`config.mk`:
```
export PLATFORM = sky130hd
export DESIGN_NAME = rtc_watchdog_irq
export DESIGN_NICKNAME = d
export VERILOG_FILES = /design/src/rwi_pkg.sv /design/src/rwi_period_gen.sv /design/src/rtc_watchdog_irq.sv
export SDC_FILE = /design/constraint.sdc
export NUM_CORES = 1
export LEC_CHECK = 0
export BUFFER_PORTS_ARGS = -buffer_cell sky130_fd_sc_hd__clkbuf_2
export CORE_AREA = 2 2 200 202
export CTS_BUF_LIST = sky130_fd_sc_hd__clkbuf_8
export DETAILED_ROUTE_END_ITERATION = 12
export DIE_AREA = 0 0 202 204
export MAX_ROUTING_LAYER = met4
export PLACE_DENSITY = 0.47
export SETUP_SLACK_MARGIN = 0.1
export SLEW_MARGIN = 10
export SYNTH_ARGS = -nofsm -noshare
export SYNTH_HDL_FRONTEND = slang
export SYNTH_SLANG_ARGS = --single-unit
export TNS_END_PERCENT = 30
```
`constraint.sdc`:
```
create_clock -name clk -period 4.97 [get_ports clk]
set_clock_uncertainty 0.05 [all_clocks]
set_input_delay 0.994 -clock clk [delete_from_list [all_inputs] [get_ports clk]]
set_output_delay 0.994 -clock clk [all_outputs]
set_load 0.005 [all_outputs]
```
`src/rwi_pkg.sv`:
```
package rwi_pkg;
   // ****************************************
   // Register locations
   // ****************************************
   localparam logic [12:0] ADDR_FLAGS = 13'h1FF0;
   localparam logic [12:0] ADDR_ALM_SEC = 13'h1FF2;
   localparam logic [12:0] ADDR_ALM_MIN = 13'h1FF3;
   localparam logic [12:0] ADDR_ALM_HOUR = 13'h1FF4;
   localparam logic [12:0] ADDR_ALM_DATE = 13'h1FF5;
   localparam logic [12:0] ADDR_INTERRUPTS = 13'h1FF6;
   localparam logic [12:0] ADDR_WATCHDOG = 13'h1FF7;

   // ****************************************
   // Field positions
   // ****************************************
   localparam int WD_STEER_BIT = 7;
   localparam int WD_MULT_LSB = 2;
   localparam int IE_ALARM_BIT = 7;
   localparam int IE_PWR_BIT = 6;
   localparam int IE_BACKUP_BIT = 5;
   localparam int IE_PER_BIT = 4;
   localparam int FL_TIMEOUT_BIT = 7;
   localparam int FL_ALARM_BIT = 6;
   localparam int FL_PWR_BIT = 5;
   localparam int FL_BATT_BIT = 4;
   localparam int FL_PER_BIT = 3;
   localparam int ALM_MASK_BIT = 7;
   localparam logic [7:0] REG_RESET = 8'h00;

   // ****************************************
   // Timing; watchdog and periodic counts derived from the 32768 Hz tick, pulse widths from clk
   // ****************************************
   localparam int CLK_HZ = 100_000_000;
   localparam int OSC_HZ = 32768;
   localparam int CLK_PER_TICK = CLK_HZ / OSC_HZ;
   localparam int WD_RES_TICKS [4] = '{2048, 8192, 32768, 131072};
   localparam int TICKS_10MS = 328;
   localparam int TICKS_100MS = 3277;
   localparam int ADDR_HOLD_NS = 50;
   localparam int ADDR_HOLD_CYC = (ADDR_HOLD_NS * (CLK_HZ / 1_000_000) + 999) / 1000;
   localparam int RESET_PULSE_MS = 40;
   localparam int PWR_LEAD_US = 100;
endpackage : rwi_pkg

```
`src/rwi_period_gen.sv`:
```
`timescale 1ns/1ns
// Periodic event generator on oscillator ticks
module rwi_period_gen
   import rwi_pkg::*;
(
   // Clock and reset
   input wire logic clk,
   input wire logic nrst,
   // Tick and rate
   input wire logic tick,
   input wire logic [3:0] rateSel,
   // Event output
   output logic periodEvent
);
   // ****************************************
   // Interval lookup
   // ****************************************
   function automatic logic [16:0] period_ticks(input logic [3:0] code);
      logic [16:0] r;
      r = 17'h00000;
      unique case (code)
         4'h0: r = 17'h00000;
         4'h1: r = 17'(TICKS_10MS);
         4'h2: r = 17'(TICKS_100MS);
         default: r = 17'h00004 << (code - 4'h3); // 122.07us doubling
      endcase
      return r;
   endfunction : period_ticks

   logic [16:0] count; // Ticks elapsed
   logic [3:0] lastRate; // Rate seen last cycle

   // Interval counter, restarted on rate change
   always_ff @(posedge clk or negedge nrst) begin
      if (!nrst) begin
         count <= 17'h00000;
         lastRate <= 4'h0;
         periodEvent <= 1'b0;
      end else begin
         lastRate <= rateSel;
         periodEvent <= 1'b0;
         if (rateSel == 4'h0 || rateSel != lastRate) begin
            count <= 17'h00000;
         end else if (tick) begin
            if (count + 17'h00001 >= period_ticks(rateSel)) begin
               count <= 17'h00000;
               periodEvent <= 1'b1;
            end else begin
               count <= count + 17'h00001;
            end
         end
      end
   end
endmodule : rwi_period_gen

```
`src/rtc_watchdog_irq.sv`:
```
`timescale 1ns/1ns
// Functional notes
// - timeout is multiplier times selected resolution
// - zero multiplier disables the watchdog
// - steer set: timeout pulses reset low
// - reset pulse clears watchdog register
// - steer clear: interrupt low until rewrite/powerfail
// - every timeout sets the timeout flag
// - watchdog write restarts full period
// - power failure disables the watchdog
// - events set flags; enables gate requests
// - flags read clears flags, releases interrupt
// - clear needs address held 50ns
// - rate field selects periodic interval
// - update cycle compares time with alarm
// - enabled alarm flag raises interrupt
// - mask bits select alarm repeat
// - backup mode tristates interrupt unless backup-alarm
// - powerfail sets flag, interrupt warns ahead
// - powerfail enable cleared on power-up
// - low battery at power-up sets flag
// - all interrupt enables cleared on power-up
module rtc_watchdog_irq
   import rwi_pkg::*;
#(
   parameter int RESET_PULSE_CYC = RESET_PULSE_MS * (CLK_HZ / 1000),
   parameter int PWR_LEAD_CYC = PWR_LEAD_US * (CLK_HZ / 1_000_000),
   parameter int TICK_CYC = CLK_PER_TICK
)
(
   // Clock and reset
   input wire logic clk,
   input wire logic nrst,
   // SRAM-style bus
   input wire logic [12:0] addr,
   input wire logic [7:0] dataIn,
   input wire logic chipSel,
   input wire logic writeStrobe,
   input wire logic readStrobe,
   output logic [7:0] dataOut,
   // Clock values at each once-per-second update
   input wire logic updatePulse,
   input wire logic [7:0] curSeconds,
   input wire logic [7:0] curMinutes,
   input wire logic [7:0] curHours,
   input wire logic [7:0] curDate,
   // Power state
   input wire logic powerFail,
   input wire logic batteryBackup,
   input wire logic batteryLow,
   // Open-drain interrupt pin, enable low drives it
   output logic intOut,
   output logic intOutEnable_n,
   // Reset output, active low
   output logic resetOut_n,
   // Deselect after the warning lead
   output logic deselect
);
   // Refuse counts that the counters cannot hold
   if (RESET_PULSE_CYC < 1 || PWR_LEAD_CYC < 1 || TICK_CYC < 1 || TICK_CYC > 8192) begin : g_param_check
      $error("Pulse widths or tick divider out of range");
   end

   // ****************************************
   // Registers and state
   // ****************************************
   logic [7:0] watchdog_control; // Watchdog register
   logic [7:0] interrupts; // Enable and rate register
   logic [7:0] alarmSec, alarmMin, alarmHour, alarmDate; // Alarm registers
   logic timeout_flag, alarm_flag, powerfail_flag, battery_low_flag, periodic_flag;
   logic [2:0] spareBits; // Unused flag bits, read back
   logic [12:0] tickDiv; // Oscillator tick divider
   logic tick; // One 32768 Hz tick
   logic [23:0] wdCount; // Watchdog ticks elapsed
   logic wdIntLatch; // Steered timeout holding interrupt
   logic [31:0] pulseCount; // Reset pulse remaining
   logic [31:0] leadCount; // Warning lead remaining
   logic [3:0] holdCount; // Cycles address stayed on flags
   logic flagsClear; // Qualified flags read
   logic pwrPrev; // Power fail last cycle
   logic powerUpDone; // Battery checked once
   logic periodEvent; // Periodic interval elapsed
   logic wdWrite, ieWrite; // Register writes
   logic timeout; // Watchdog expiry
   logic alarmHit; // Alarm match
   logic irqReq; // Enabled event pending

   localparam logic [3:0] HOLD_CYC = 4'(ADDR_HOLD_CYC);

   // Compare one alarm byte with mask
   function automatic logic alarm_match(input logic [7:0] alm, input logic [7:0] cur);
      return alm[ALM_MASK_BIT] || (alm[6:0] == cur[6:0]);
   endfunction : alarm_match

   assign wdWrite = chipSel && writeStrobe && addr == ADDR_WATCHDOG;
   assign ieWrite = chipSel && writeStrobe && addr == ADDR_INTERRUPTS;

   // ****************************************
   // Oscillator tick
   // ****************************************
   // Divide clk down to the 32768 Hz rate
   always_ff @(posedge clk or negedge nrst) begin
      if (!nrst) begin
         tickDiv <= 13'h0000;
         tick <= 1'b0;
      end else begin
         tick <= 1'b0;
         if (tickDiv == 13'(TICK_CYC - 1)) begin
            tickDiv <= 13'h0000;
            tick <= 1'b1;
         end else begin
            tickDiv <= tickDiv + 13'h0001;
         end
      end
   end

   // ****************************************
   // Watchdog register and counter
   // ****************************************
   // Timeout when count reaches multiplier times resolution
   assign timeout = tick && (watchdog_control[6:2] != 5'h00)
      && (wdCount + 24'h000001 >= 24'(watchdog_control[6:2]
      * WD_RES_TICKS[watchdog_control[1:0]]));

   // Watchdog register writes and clears
   always_ff @(posedge clk or negedge nrst) begin
      if (!nrst) begin
         watchdog_control <= REG_RESET;
      end else if (powerFail || pulseCount != 32'h0) begin
         watchdog_control <= REG_RESET;
      end else if (wdWrite) begin
         watchdog_control <= dataIn;
      end
   end

   // Timeout counter
   always_ff @(posedge clk or negedge nrst) begin
      if (!nrst) begin
         wdCount <= 24'h000000;
      end else if (wdWrite || timeout || watchdog_control[6:2] == 5'h00) begin
         wdCount <= 24'h000000;
      end else if (tick) begin
         wdCount <= wdCount + 24'h000001;
      end
   end

   // Timeout steering to reset pulse or interrupt
   always_ff @(posedge clk or negedge nrst) begin
      if (!nrst) begin
         pulseCount <= 32'h0;
         wdIntLatch <= 1'b0;
      end else begin
         if (timeout && watchdog_control[WD_STEER_BIT]) begin
            pulseCount <= 32'(RESET_PULSE_CYC);
         end else if (pulseCount != 32'h0) begin
            pulseCount <= pulseCount - 32'h1;
         end
         if (timeout && !watchdog_control[WD_STEER_BIT]) begin
            wdIntLatch <= 1'b1;
         end else if (wdWrite || powerFail) begin
            wdIntLatch <= 1'b0;
         end
      end
   end

   // ****************************************
   // Interrupts and alarm registers
   // ****************************************
   // Enables zero after reset, enables kept through power fail
   always_ff @(posedge clk or negedge nrst) begin
      if (!nrst) begin
         interrupts <= REG_RESET;
      end else if (ieWrite) begin
         interrupts <= dataIn;
      end
   end

   // Alarm registers
   always_ff @(posedge clk or negedge nrst) begin
      if (!nrst) begin
         alarmSec <= REG_RESET;
         alarmMin <= REG_RESET;
         alarmHour <= REG_RESET;
         alarmDate <= REG_RESET;
      end else if (chipSel && writeStrobe) begin
         if (addr == ADDR_ALM_SEC) alarmSec <= dataIn;
         if (addr == ADDR_ALM_MIN) alarmMin <= dataIn;
         if (addr == ADDR_ALM_HOUR) alarmHour <= dataIn;
         if (addr == ADDR_ALM_DATE) alarmDate <= dataIn;
      end
   end

   // Masked byte compare; a set mask bit ignores that field
   assign alarmHit = updatePulse
      && alarm_match(alarmSec, curSeconds) && alarm_match(alarmMin, curMinutes)
      && alarm_match(alarmHour, curHours) && alarm_match(alarmDate, curDate);

   rwi_period_gen u_period (
      .clk(clk),
      .nrst(nrst),
      .tick(tick),
      .rateSel(interrupts[3:0]),
      .periodEvent(periodEvent)
   );

   // ****************************************
   // Flags register
   // ****************************************
   // Address must sit on flags location long enough
   always_ff @(posedge clk or negedge nrst) begin
      if (!nrst) begin
         holdCount <= 4'h0;
      end else if (addr != ADDR_FLAGS) begin
         holdCount <= 4'h0;
      end else if (holdCount != HOLD_CYC) begin
         holdCount <= holdCount + 4'h1;
      end
   end

   assign flagsClear = chipSel && readStrobe && addr == ADDR_FLAGS && holdCount == HOLD_CYC;

   // Event flags; a new event wins over the clearing read
   always_ff @(posedge clk or negedge nrst) begin
      if (!nrst) begin
         timeout_flag <= 1'b0;
         alarm_flag <= 1'b0;
         powerfail_flag <= 1'b0;
         periodic_flag <= 1'b0;
         spareBits <= 3'h0;
      end else begin
         if (timeout) timeout_flag <= 1'b1;
         else if (flagsClear) timeout_flag <= 1'b0;
         if (alarmHit) alarm_flag <= 1'b1;
         else if (flagsClear) alarm_flag <= 1'b0;
         if (powerFail && !pwrPrev) powerfail_flag <= 1'b1;
         else if (flagsClear) powerfail_flag <= 1'b0;
         if (periodEvent) periodic_flag <= 1'b1;
         else if (flagsClear) periodic_flag <= 1'b0;
         if (chipSel && writeStrobe && addr == ADDR_FLAGS) spareBits <= dataIn[2:0];
      end
   end

   // Battery checked once after power-up; a qualified read clears it
   always_ff @(posedge clk or negedge nrst) begin
      if (!nrst) begin
         powerUpDone <= 1'b0;
         battery_low_flag <= 1'b0;
      end else if (!powerUpDone) begin
         powerUpDone <= 1'b1;
         battery_low_flag <= batteryLow;
      end else if (flagsClear) begin
         battery_low_flag <= 1'b0;
      end
   end

   // ****************************************
   // Power fail warning and deselect
   // ****************************************
   // Deselect follows the warning lead
   always_ff @(posedge clk or negedge nrst) begin
      if (!nrst) begin
         pwrPrev <= 1'b0;
         leadCount <= 32'h0;
         deselect <= 1'b0;
      end else begin
         pwrPrev <= powerFail;
         if (!powerFail) begin
            leadCount <= 32'h0;
            deselect <= 1'b0;
         end else if (!pwrPrev) begin
            leadCount <= 32'(PWR_LEAD_CYC);
         end else if (leadCount != 32'h0) begin
            leadCount <= leadCount - 32'h1;
         end else begin
            deselect <= 1'b1;
         end
      end
   end

   // ****************************************
   // Interrupt and reset pins
   // ****************************************
   // Any enabled flag or steered timeout requests
   assign irqReq = wdIntLatch
      || (periodic_flag && interrupts[IE_PER_BIT])
      || (alarm_flag && interrupts[IE_ALARM_BIT])
      || (powerfail_flag && interrupts[IE_PWR_BIT]);

   // Registered pin drive; backup mode only passes the alarm
   always_ff @(posedge clk or negedge nrst) begin
      if (!nrst) begin
         intOutEnable_n <= 1'b1;
         resetOut_n <= 1'b1;
      end else begin
         if (batteryBackup) begin
            intOutEnable_n <= !(interrupts[IE_BACKUP_BIT] && alarm_flag
               && interrupts[IE_ALARM_BIT]);
         end else begin
            intOutEnable_n <= !irqReq;
         end
         resetOut_n <= !(timeout && watchdog_control[WD_STEER_BIT]) && pulseCount <= 32'h1;
      end
   end

   assign intOut = 1'b0;

   // ****************************************
   // Read data
   // ****************************************
   always_ff @(posedge clk or negedge nrst) begin
      if (!nrst) begin
         dataOut <= 8'h00;
      end else if (chipSel && readStrobe) begin
         unique case (addr)
            ADDR_FLAGS: dataOut <= {timeout_flag, alarm_flag, powerfail_flag,
               battery_low_flag, periodic_flag, spareBits};
            ADDR_ALM_SEC: dataOut <= alarmSec;
            ADDR_ALM_MIN: dataOut <= alarmMin;
            ADDR_ALM_HOUR: dataOut <= alarmHour;
            ADDR_ALM_DATE: dataOut <= alarmDate;
            ADDR_INTERRUPTS: dataOut <= interrupts;
            ADDR_WATCHDOG: dataOut <= watchdog_control;
            default: dataOut <= 8'h00;
         endcase
      end
   end
endmodule : rtc_watchdog_irq

```
## Yosys cells after proc, flatten, opt, wreduce, memory -nomap -nowiden

Index checks and enable logic that the tools add are counted.

| word-level totals | value |
|---|---|
| register bits | 198 |
| input port bits | 62 |
| word-level logic and storage cells | 161 |

| cells by class | value |
|---|---|
| add/subtract/negate cells | 7 |
| multiply operators | 1 |
| magnitude comparators | 4 |
| equality and inequality tests | 22 |
| shift-type cells | 1 |
| multiplexer cells | 38 |
| bitwise operators | 1 |
| reductions and logical operators | 59 |

Operator list:

| kind | count |
|---|---|
| 2-to-1 mux 32 bit | 7 |
| equality test 13 bit, second input constant | 7 |
| 2-to-1 mux 17 bit | 5 |
| binary-select mux 32 bit (select 2 bit) | 1 |
| nonzero test 32 bit | 2 |
| subtractor 32 x 1 -> 32 bit, second input constant | 2 |
| case mux 8 bit (7 select lines) | 1 |
| case mux 17 bit (3 select lines) | 1 |
| 2-to-1 mux 24 bit | 2 |
| <= comparator 32 x 1 -> 1 bit, second input constant | 1 |
| multiplier 5 x 32 -> 24 bit | 1 |
| equality test 7 bit | 4 |
| adder 24 x 1 -> 24 bit, second input constant | 1 |
| >= comparator 24 bit | 1 |
| logical AND 1 bit | 22 |
| nonzero test 2 bit | 10 |
| adder 17 x 1 -> 17 bit, second input constant | 1 |
| >= comparator 17 bit | 1 |
| left shift 3 x 4 -> 17 bit, first input constant | 1 |
| 2-to-1 mux 1 bit | 16 |
| 2-to-1 mux 8 bit | 2 |
| adder 13 x 1 -> 13 bit, second input constant | 1 |
| equality test 13 x 12 -> 1 bit, second input constant | 1 |
| 2-to-1 mux 13 bit | 1 |
| 20 further kinds | 41 |

## Depth between registers and ports, before layout

| depth | value |
|---|---|
| depth after elaboration | 10 |
| gate-level depth with buffers | 23 |

## Modules after synthesis

A second synthesis with hierarchy kept.

| unflattened totals | value |
|---|---|
| cell total of the unflattened synthesis | 1197 |
| area, all modules | 11682.5 sq um |

By module, submodules not included:

| module | times used | cells an instance | area an instance (sq um) |
|---|---|---|---|
| rtc_watchdog_irq | 1 | 996 | 9887.0 |
| rwi_period_gen | 1 | 201 | 1795.5 |

## Worst setup path before layout

OpenSTA, ideal clock, no wires.

| path | value |
|---|---|
| kind | reg-to-reg |
| start | register watchdog_control[0] |
| end | register pulseCount[17] |
| arrival time | 4.356 ns |
| slack | 0.428 ns |
| cell stages (with the launch flop) | 22 |
| cells stage by stage | dfrtp_1 -> clkbuf_1 -> nor2b_1 -> and2_1 -> ha_1 -> inv_1 -> fa_1 -> fa_1 -> inv_1 -> ha_1 -> nand2b_1 -> nor2_1 -> nor2_1 -> o21bai_1 -> xnor2_1 -> ha_1 -> a21oi_1 -> o21ai_0 -> o21ai_0 -> nor4_2 -> clkbuf_1 -> nor2_1 |

| between the ends | value |
|---|---|
| longest elaborated chain between the ends | 9 |

RTL lines:

| item | line | RTL |
|---|---|---|
| start, declared | rtc_watchdog_irq.sv:67 | `logic [7:0] watchdog_control;` |
| start signal, assigned | rtc_watchdog_irq.sv:132 | `watchdog_control <= dataIn;` |
| NOT 2 -> 3 bit (implied by the code) * | rtc_watchdog_irq.sv:123 | `* WD_RES_TICKS[watchdog_control[1:0]]));` |
| binary-select mux 32 bit (select 2 bit) * | rtc_watchdog_irq.sv:123 |  |
| 2-to-1 mux 32 bit (implied by the code) * (2 in a row) | rtc_watchdog_irq.sv:123 |  |
| multiplier 5 x 32 -> 24 bit * | rtc_watchdog_irq.sv:123 |  |
| >= comparator 24 bit * | rtc_watchdog_irq.sv:122 | `&& (wdCount + 24'h000001 >= 24'(watchdog_control[6:2]` |
| logical AND 1 bit * | rtc_watchdog_irq.sv:122 |  |
| logical AND 1 bit * | rtc_watchdog_irq.sv:153 | `if (timeout && watchdog_control[WD_STEER_BIT]) begin` |
| 2-to-1 mux 32 bit or nonzero test 2 bit (tied branches) | n/a |  |
| end signal, assigned | rtc_watchdog_irq.sv:154 | `pulseCount <= 32'(RESET_PULSE_CYC);` |
| end signal, assigned | rtc_watchdog_irq.sv:156 | `pulseCount <= pulseCount - 32'h1;` |
| end, declared | rtc_watchdog_irq.sv:76 | `logic [31:0] pulseCount;` |

Mark *: on every way between the ends. The rest lies on a longest branch, timed or not. The select of a mux whose other input is x is not followed.
A chain may end at the register's enable or synchronous reset.

## Worst setup path after layout

| path | value |
|---|---|
| start | register watchdog_control[1] |
| end | register wdCount[20] |

| between the ends | value |
|---|---|
| longest elaborated chain between the ends | 10 |

RTL lines:

| item | line | RTL |
|---|---|---|
| NOT 2 -> 3 bit (implied by the code) * | rtc_watchdog_irq.sv:123 |  |
| binary-select mux 32 bit (select 2 bit) * | rtc_watchdog_irq.sv:123 |  |
| 2-to-1 mux 32 bit (implied by the code) * (2 in a row) | rtc_watchdog_irq.sv:123 |  |
| multiplier 5 x 32 -> 24 bit * | rtc_watchdog_irq.sv:123 |  |
| >= comparator 24 bit * | rtc_watchdog_irq.sv:122 |  |
| logical AND 1 bit * | rtc_watchdog_irq.sv:122 |  |
| logical OR 1 bit * (2 in a row) | rtc_watchdog_irq.sv:140 | `end else if (wdWrite \|\| timeout \|\| watchdog_control[6:2] == 5'h00) begin` |
| 2-to-1 mux 24 bit or nonzero test 2 bit (tied branches) | n/a |  |
| end signal, assigned | rtc_watchdog_irq.sv:143 | `wdCount <= wdCount + 24'h000001;` |
| end, declared | rtc_watchdog_irq.sv:74 | `logic [23:0] wdCount;` |

Marks and branches as above.

==> flow_metrics.env <==
export IMPL_synth_seq_cells=198
export IMPL_yosys_area_top_type="dfrtp_1"
export IMPL_yosysUniqueCellTypes=74
export IMPL_port_buffers=68
export IMPL_synth_commonest_cells="dfrtp_1, nor2_1, nand2_1"
export IMPL_p_leak_nw=5.97
export IMPL_cts_setup_buffers=0
export IMPL_grt_overflow_total=0
export IMPL_ys_warn_count=0
export IMPL_drtIter0Drc=480
export IMPL_slew_headroom=0.439
export IMPL_synthArstFlopShare=1.00
export IMPL_syn_inst=1183
export IMPL_startpoint_type="register"
export IMPL_clk_path_buf_depth=2
export IMPL_clock_sinks=198
export IMPL_hp_class="reg -> reg"
export IMPL_grt_first_pass_wirelength_um=45300
export IMPL_cp_arrival_ns=4.87
export IMPL_layout_nets=1360
export IMPL_drv_cap=0
export IMPL_initial_utilization=0.296
export IMPL_end_kind="register"
export IMPL_clock_latency_ns=0.48
export IMPL_critPathBufInv=3
export IMPL_p_total_mw=3.03
export IMPL_fin_crit_ns=4.52
export IMPL_path_clk_slew_ns=0.12
export IMPL_cts_hold_buf=0
export IMPL_routed_wl_um=27300
export IMPL_cts_root_buf="clkbuf_8"
export IMPL_die_h_um=204
export IMPL_synth_seq_area_share=0.427
export IMPL_whs_ns=0.415
export IMPL_max_slew_worst_pin_slew_ns=0.837
export IMPL_power_density_mw_per_mm2=233
export IMPL_drt_first_pass_iters=4
export IMPL_cts_max_level=4
export IMPL_cp_required_ns=5.32
export IMPL_fin_crit_sh=0.909
export IMPL_synth_most_common_cell="dfrtp_1"
export IMPL_fmax_ghz=0.221
export IMPL_tns_ns=0
export IMPL_post_dp_cell_area_mm2=0.0126
export IMPL_grt_antenna_before_repair=0
export IMPL_slowest_delay_ns=0.48
export IMPL_path_delay_family="adder cells"
export IMPL_synth_edf_count=0
export IMPL_cts_buffers=17
export IMPL_avgSynthCellArea_um2=9.81
export IMPL_setup_viol=0
export IMPL_antenna_cells=0
export IMPL_outcome="finished clean"
export IMPL_gr_usage_all_layers=0.140
export IMPL_maxSlewViolCount=0
export IMPL_synthFlopType="dfrtp_1"
export IMPL_rsz0062_at_grt="false"
export IMPL_synth_top_area_share=0.423
export IMPL_crit_path_cell_trace="nor2b_2, and2_1, ha_1, inv_1, fa_1, fa_1, inv_1, ha_1, nand2b_1, nor2_1, nor2_1, o21bai_1, xnor2_1, ha_1, a21oi_1, o21ai_0, nor4_2, nor2_1, a311o_1, buf_4, nor2_1"
export IMPL_finalHoldViolations=0
export IMPL_die_area_mm2=0.0412
export IMPL_ioPinCount=74
export IMPL_area_growth_pct=12.2
export IMPL_design_area_mm2=0.0130
export IMPL_grt_pass1_vias=8358
export IMPL_crit_top_cell="nor2_1"
export IMPL_fp_coreArea_mm2=0.0392
export IMPL_drc=0
export IMPL_rows=73
export IMPL_hpwl_um=19300
export IMPL_die_x_um=202
export IMPL_cts_tree="yes"
export IMPL_grt_start_max_net_pins=91
export IMPL_crit_type="reg -> reg"
export IMPL_ant_nets=0
export IMPL_vdd_drop_max_uv=142
export IMPL_cp_slowest_cell="dfrtp_2"
export IMPL_viasPerCell=4.81
export IMPL_yosys_top_cells_area="dfrtp_1, xor2_1, ha_1"
export IMPL_syn_area_mm2=0.0116
export IMPL_layout_drive_gt1_share=0.157
export IMPL_vias=8568
export IMPL_ctsResizeCount=0
export IMPL_wl_per_cell_um=15.3
export IMPL_globalplace_congestion=0.798
export IMPL_cp_max_fo=24
[cells in the final DEF (no fill, tap or decap), types with 7 or more instances in the layout]
| cell type | netlist | final |
|---|---|---|
| ha_1 | 52 | 52 |
| nor3_1 | 27 | 25 |
| and2_1 | 15 | 15 |
| or4_1 | 7 | 7 |
| a221o_1 | 10 | 10 |
| nand3_1 | 54 | 54 |
| clkbuf_2 | 0 | 67 |
| buf_4 | 1 | 12 |
| or3_1 | 8 | 8 |
| nand4_1 | 23 | 23 |
| a211oi_1 | 10 | 10 |
| clkbuf_8 | 0 | 18 |
| xor2_1 | 89 | 89 |
| a21oi_1 | 30 | 30 |
| dfrtp_1 | 196 | 195 |
| nand2b_1 | 14 | 14 |
| mux2i_1 | 15 | 15 |
| mux2_2 | 46 | 46 |
| nand3b_1 | 10 | 10 |
| o21ai_0 | 26 | 26 |
| nor4_1 | 19 | 18 |
| inv_1 | 32 | 32 |
| nand4b_1 | 9 | 9 |
| nor2_1 | 145 | 144 |
| nand2_1 | 110 | 109 |
| and3_1 | 14 | 14 |
| xnor2_1 | 68 | 68 |
[worst register-to-register path, delay by kind of cell (launching register included)]
| kind | cells | cell delay, ns |
|---|---|---|
| adder cells (fa/ha/maj) | 5 | 1.47 |
| AND/OR/NAND/NOR | 8 | 1.27 |
| AO/OA/AOI/OAI | 4 | 0.71 |
| flip-flops | 1 | 0.48 |
| buffers and inverters | 3 | 0.33 |
| XOR/XNOR | 1 | 0.14 |
[cell families after synthesis]
group / share of synthesized area
adder cells (fa/ha/maj): 0.0629
flip-flops: 0.427
AND/OR/NAND/NOR: 0.225
other: 0.000647
AO/OA/AOI/OAI: 0.0751
multiplexers: 0.0653
buffers and inverters: 0.0260
XOR/XNOR: 0.118
[stage by stage]
stage	setup WS, ns	cells	util
floorplan	0.428	1185	-
global placement	0.326	1748	0.321
detailed placement	0.280	1748	0.321
CTS	0.243	1780	0.332
global route	0.121	1780	0.332
finish	0.451	1780	0.332
[per-layer routing]
| layer | track usage | share of wire |
|---|---|---|
| met1 | 0.199 | 0.51 |
| met4 | 0.0334 | 0.013 |
| met5 | - | 0 |
| met2 | 0.210 | 0.45 |
| met3 | 0.0193 | 0.022 |
[report_power, final]
| part | switching, mW | total (mW) | internal (mW) |
|---|---|---|---|
| registers | 0.0214 | 1.65 | 1.63 |
| clock network | 0.666 | 1.14 | 0.471 |
| logic | 0.156 | 0.246 | 0.0907 |
| total | 0.843 | 3.03 | 2.19 |
[worst paths after layout]
| check | start | to | slack [ns] | cells past startpoint |
|---|---|---|---|---|
| min in group asynchronous | nrst | pulseCount[2] | 0.42 | 1 |
| max in group asynchronous | nrst | u_period.count[8] | 3.37 | 2 |
| worst min-delay path | interrupts[7] | intOutEnable_n | 0.41 | 1 |
| worst min register to register | interrupts[7] | intOutEnable_n | 0.41 | 1 |
| worst max register to register | watchdog_control[1] | wdCount[20] | 0.45 | 21 |
| worst max-delay path | watchdog_control[1] | wdCount[20] | 0.45 | 21 |
[registers in the layout, indices dropped and copies added, names as in the netlist, 3 cells and up]
name and flops:
u_period.count 17, interrupts 8, alarmDate 8, watchdog_control 8
tickDiv 13, spareBits 3, alarmSec 8, alarmMin 8
pulseCount 32, u_period.lastRate 4, holdCount 4, alarmHour 8
leadCount 32, dataOut 8, wdCount 24
[cell type report]
type                       count  area, µm²
timing repair buffer          82        479
clock inverter                15        183
tap                          525        657
multi-input combinational    910       6390
sequential                   198       4960
fill                        4029      26200
inverter                      33        124
clock buffer                  17        234
No activity file was read; power rests on OpenSTA's default activity.
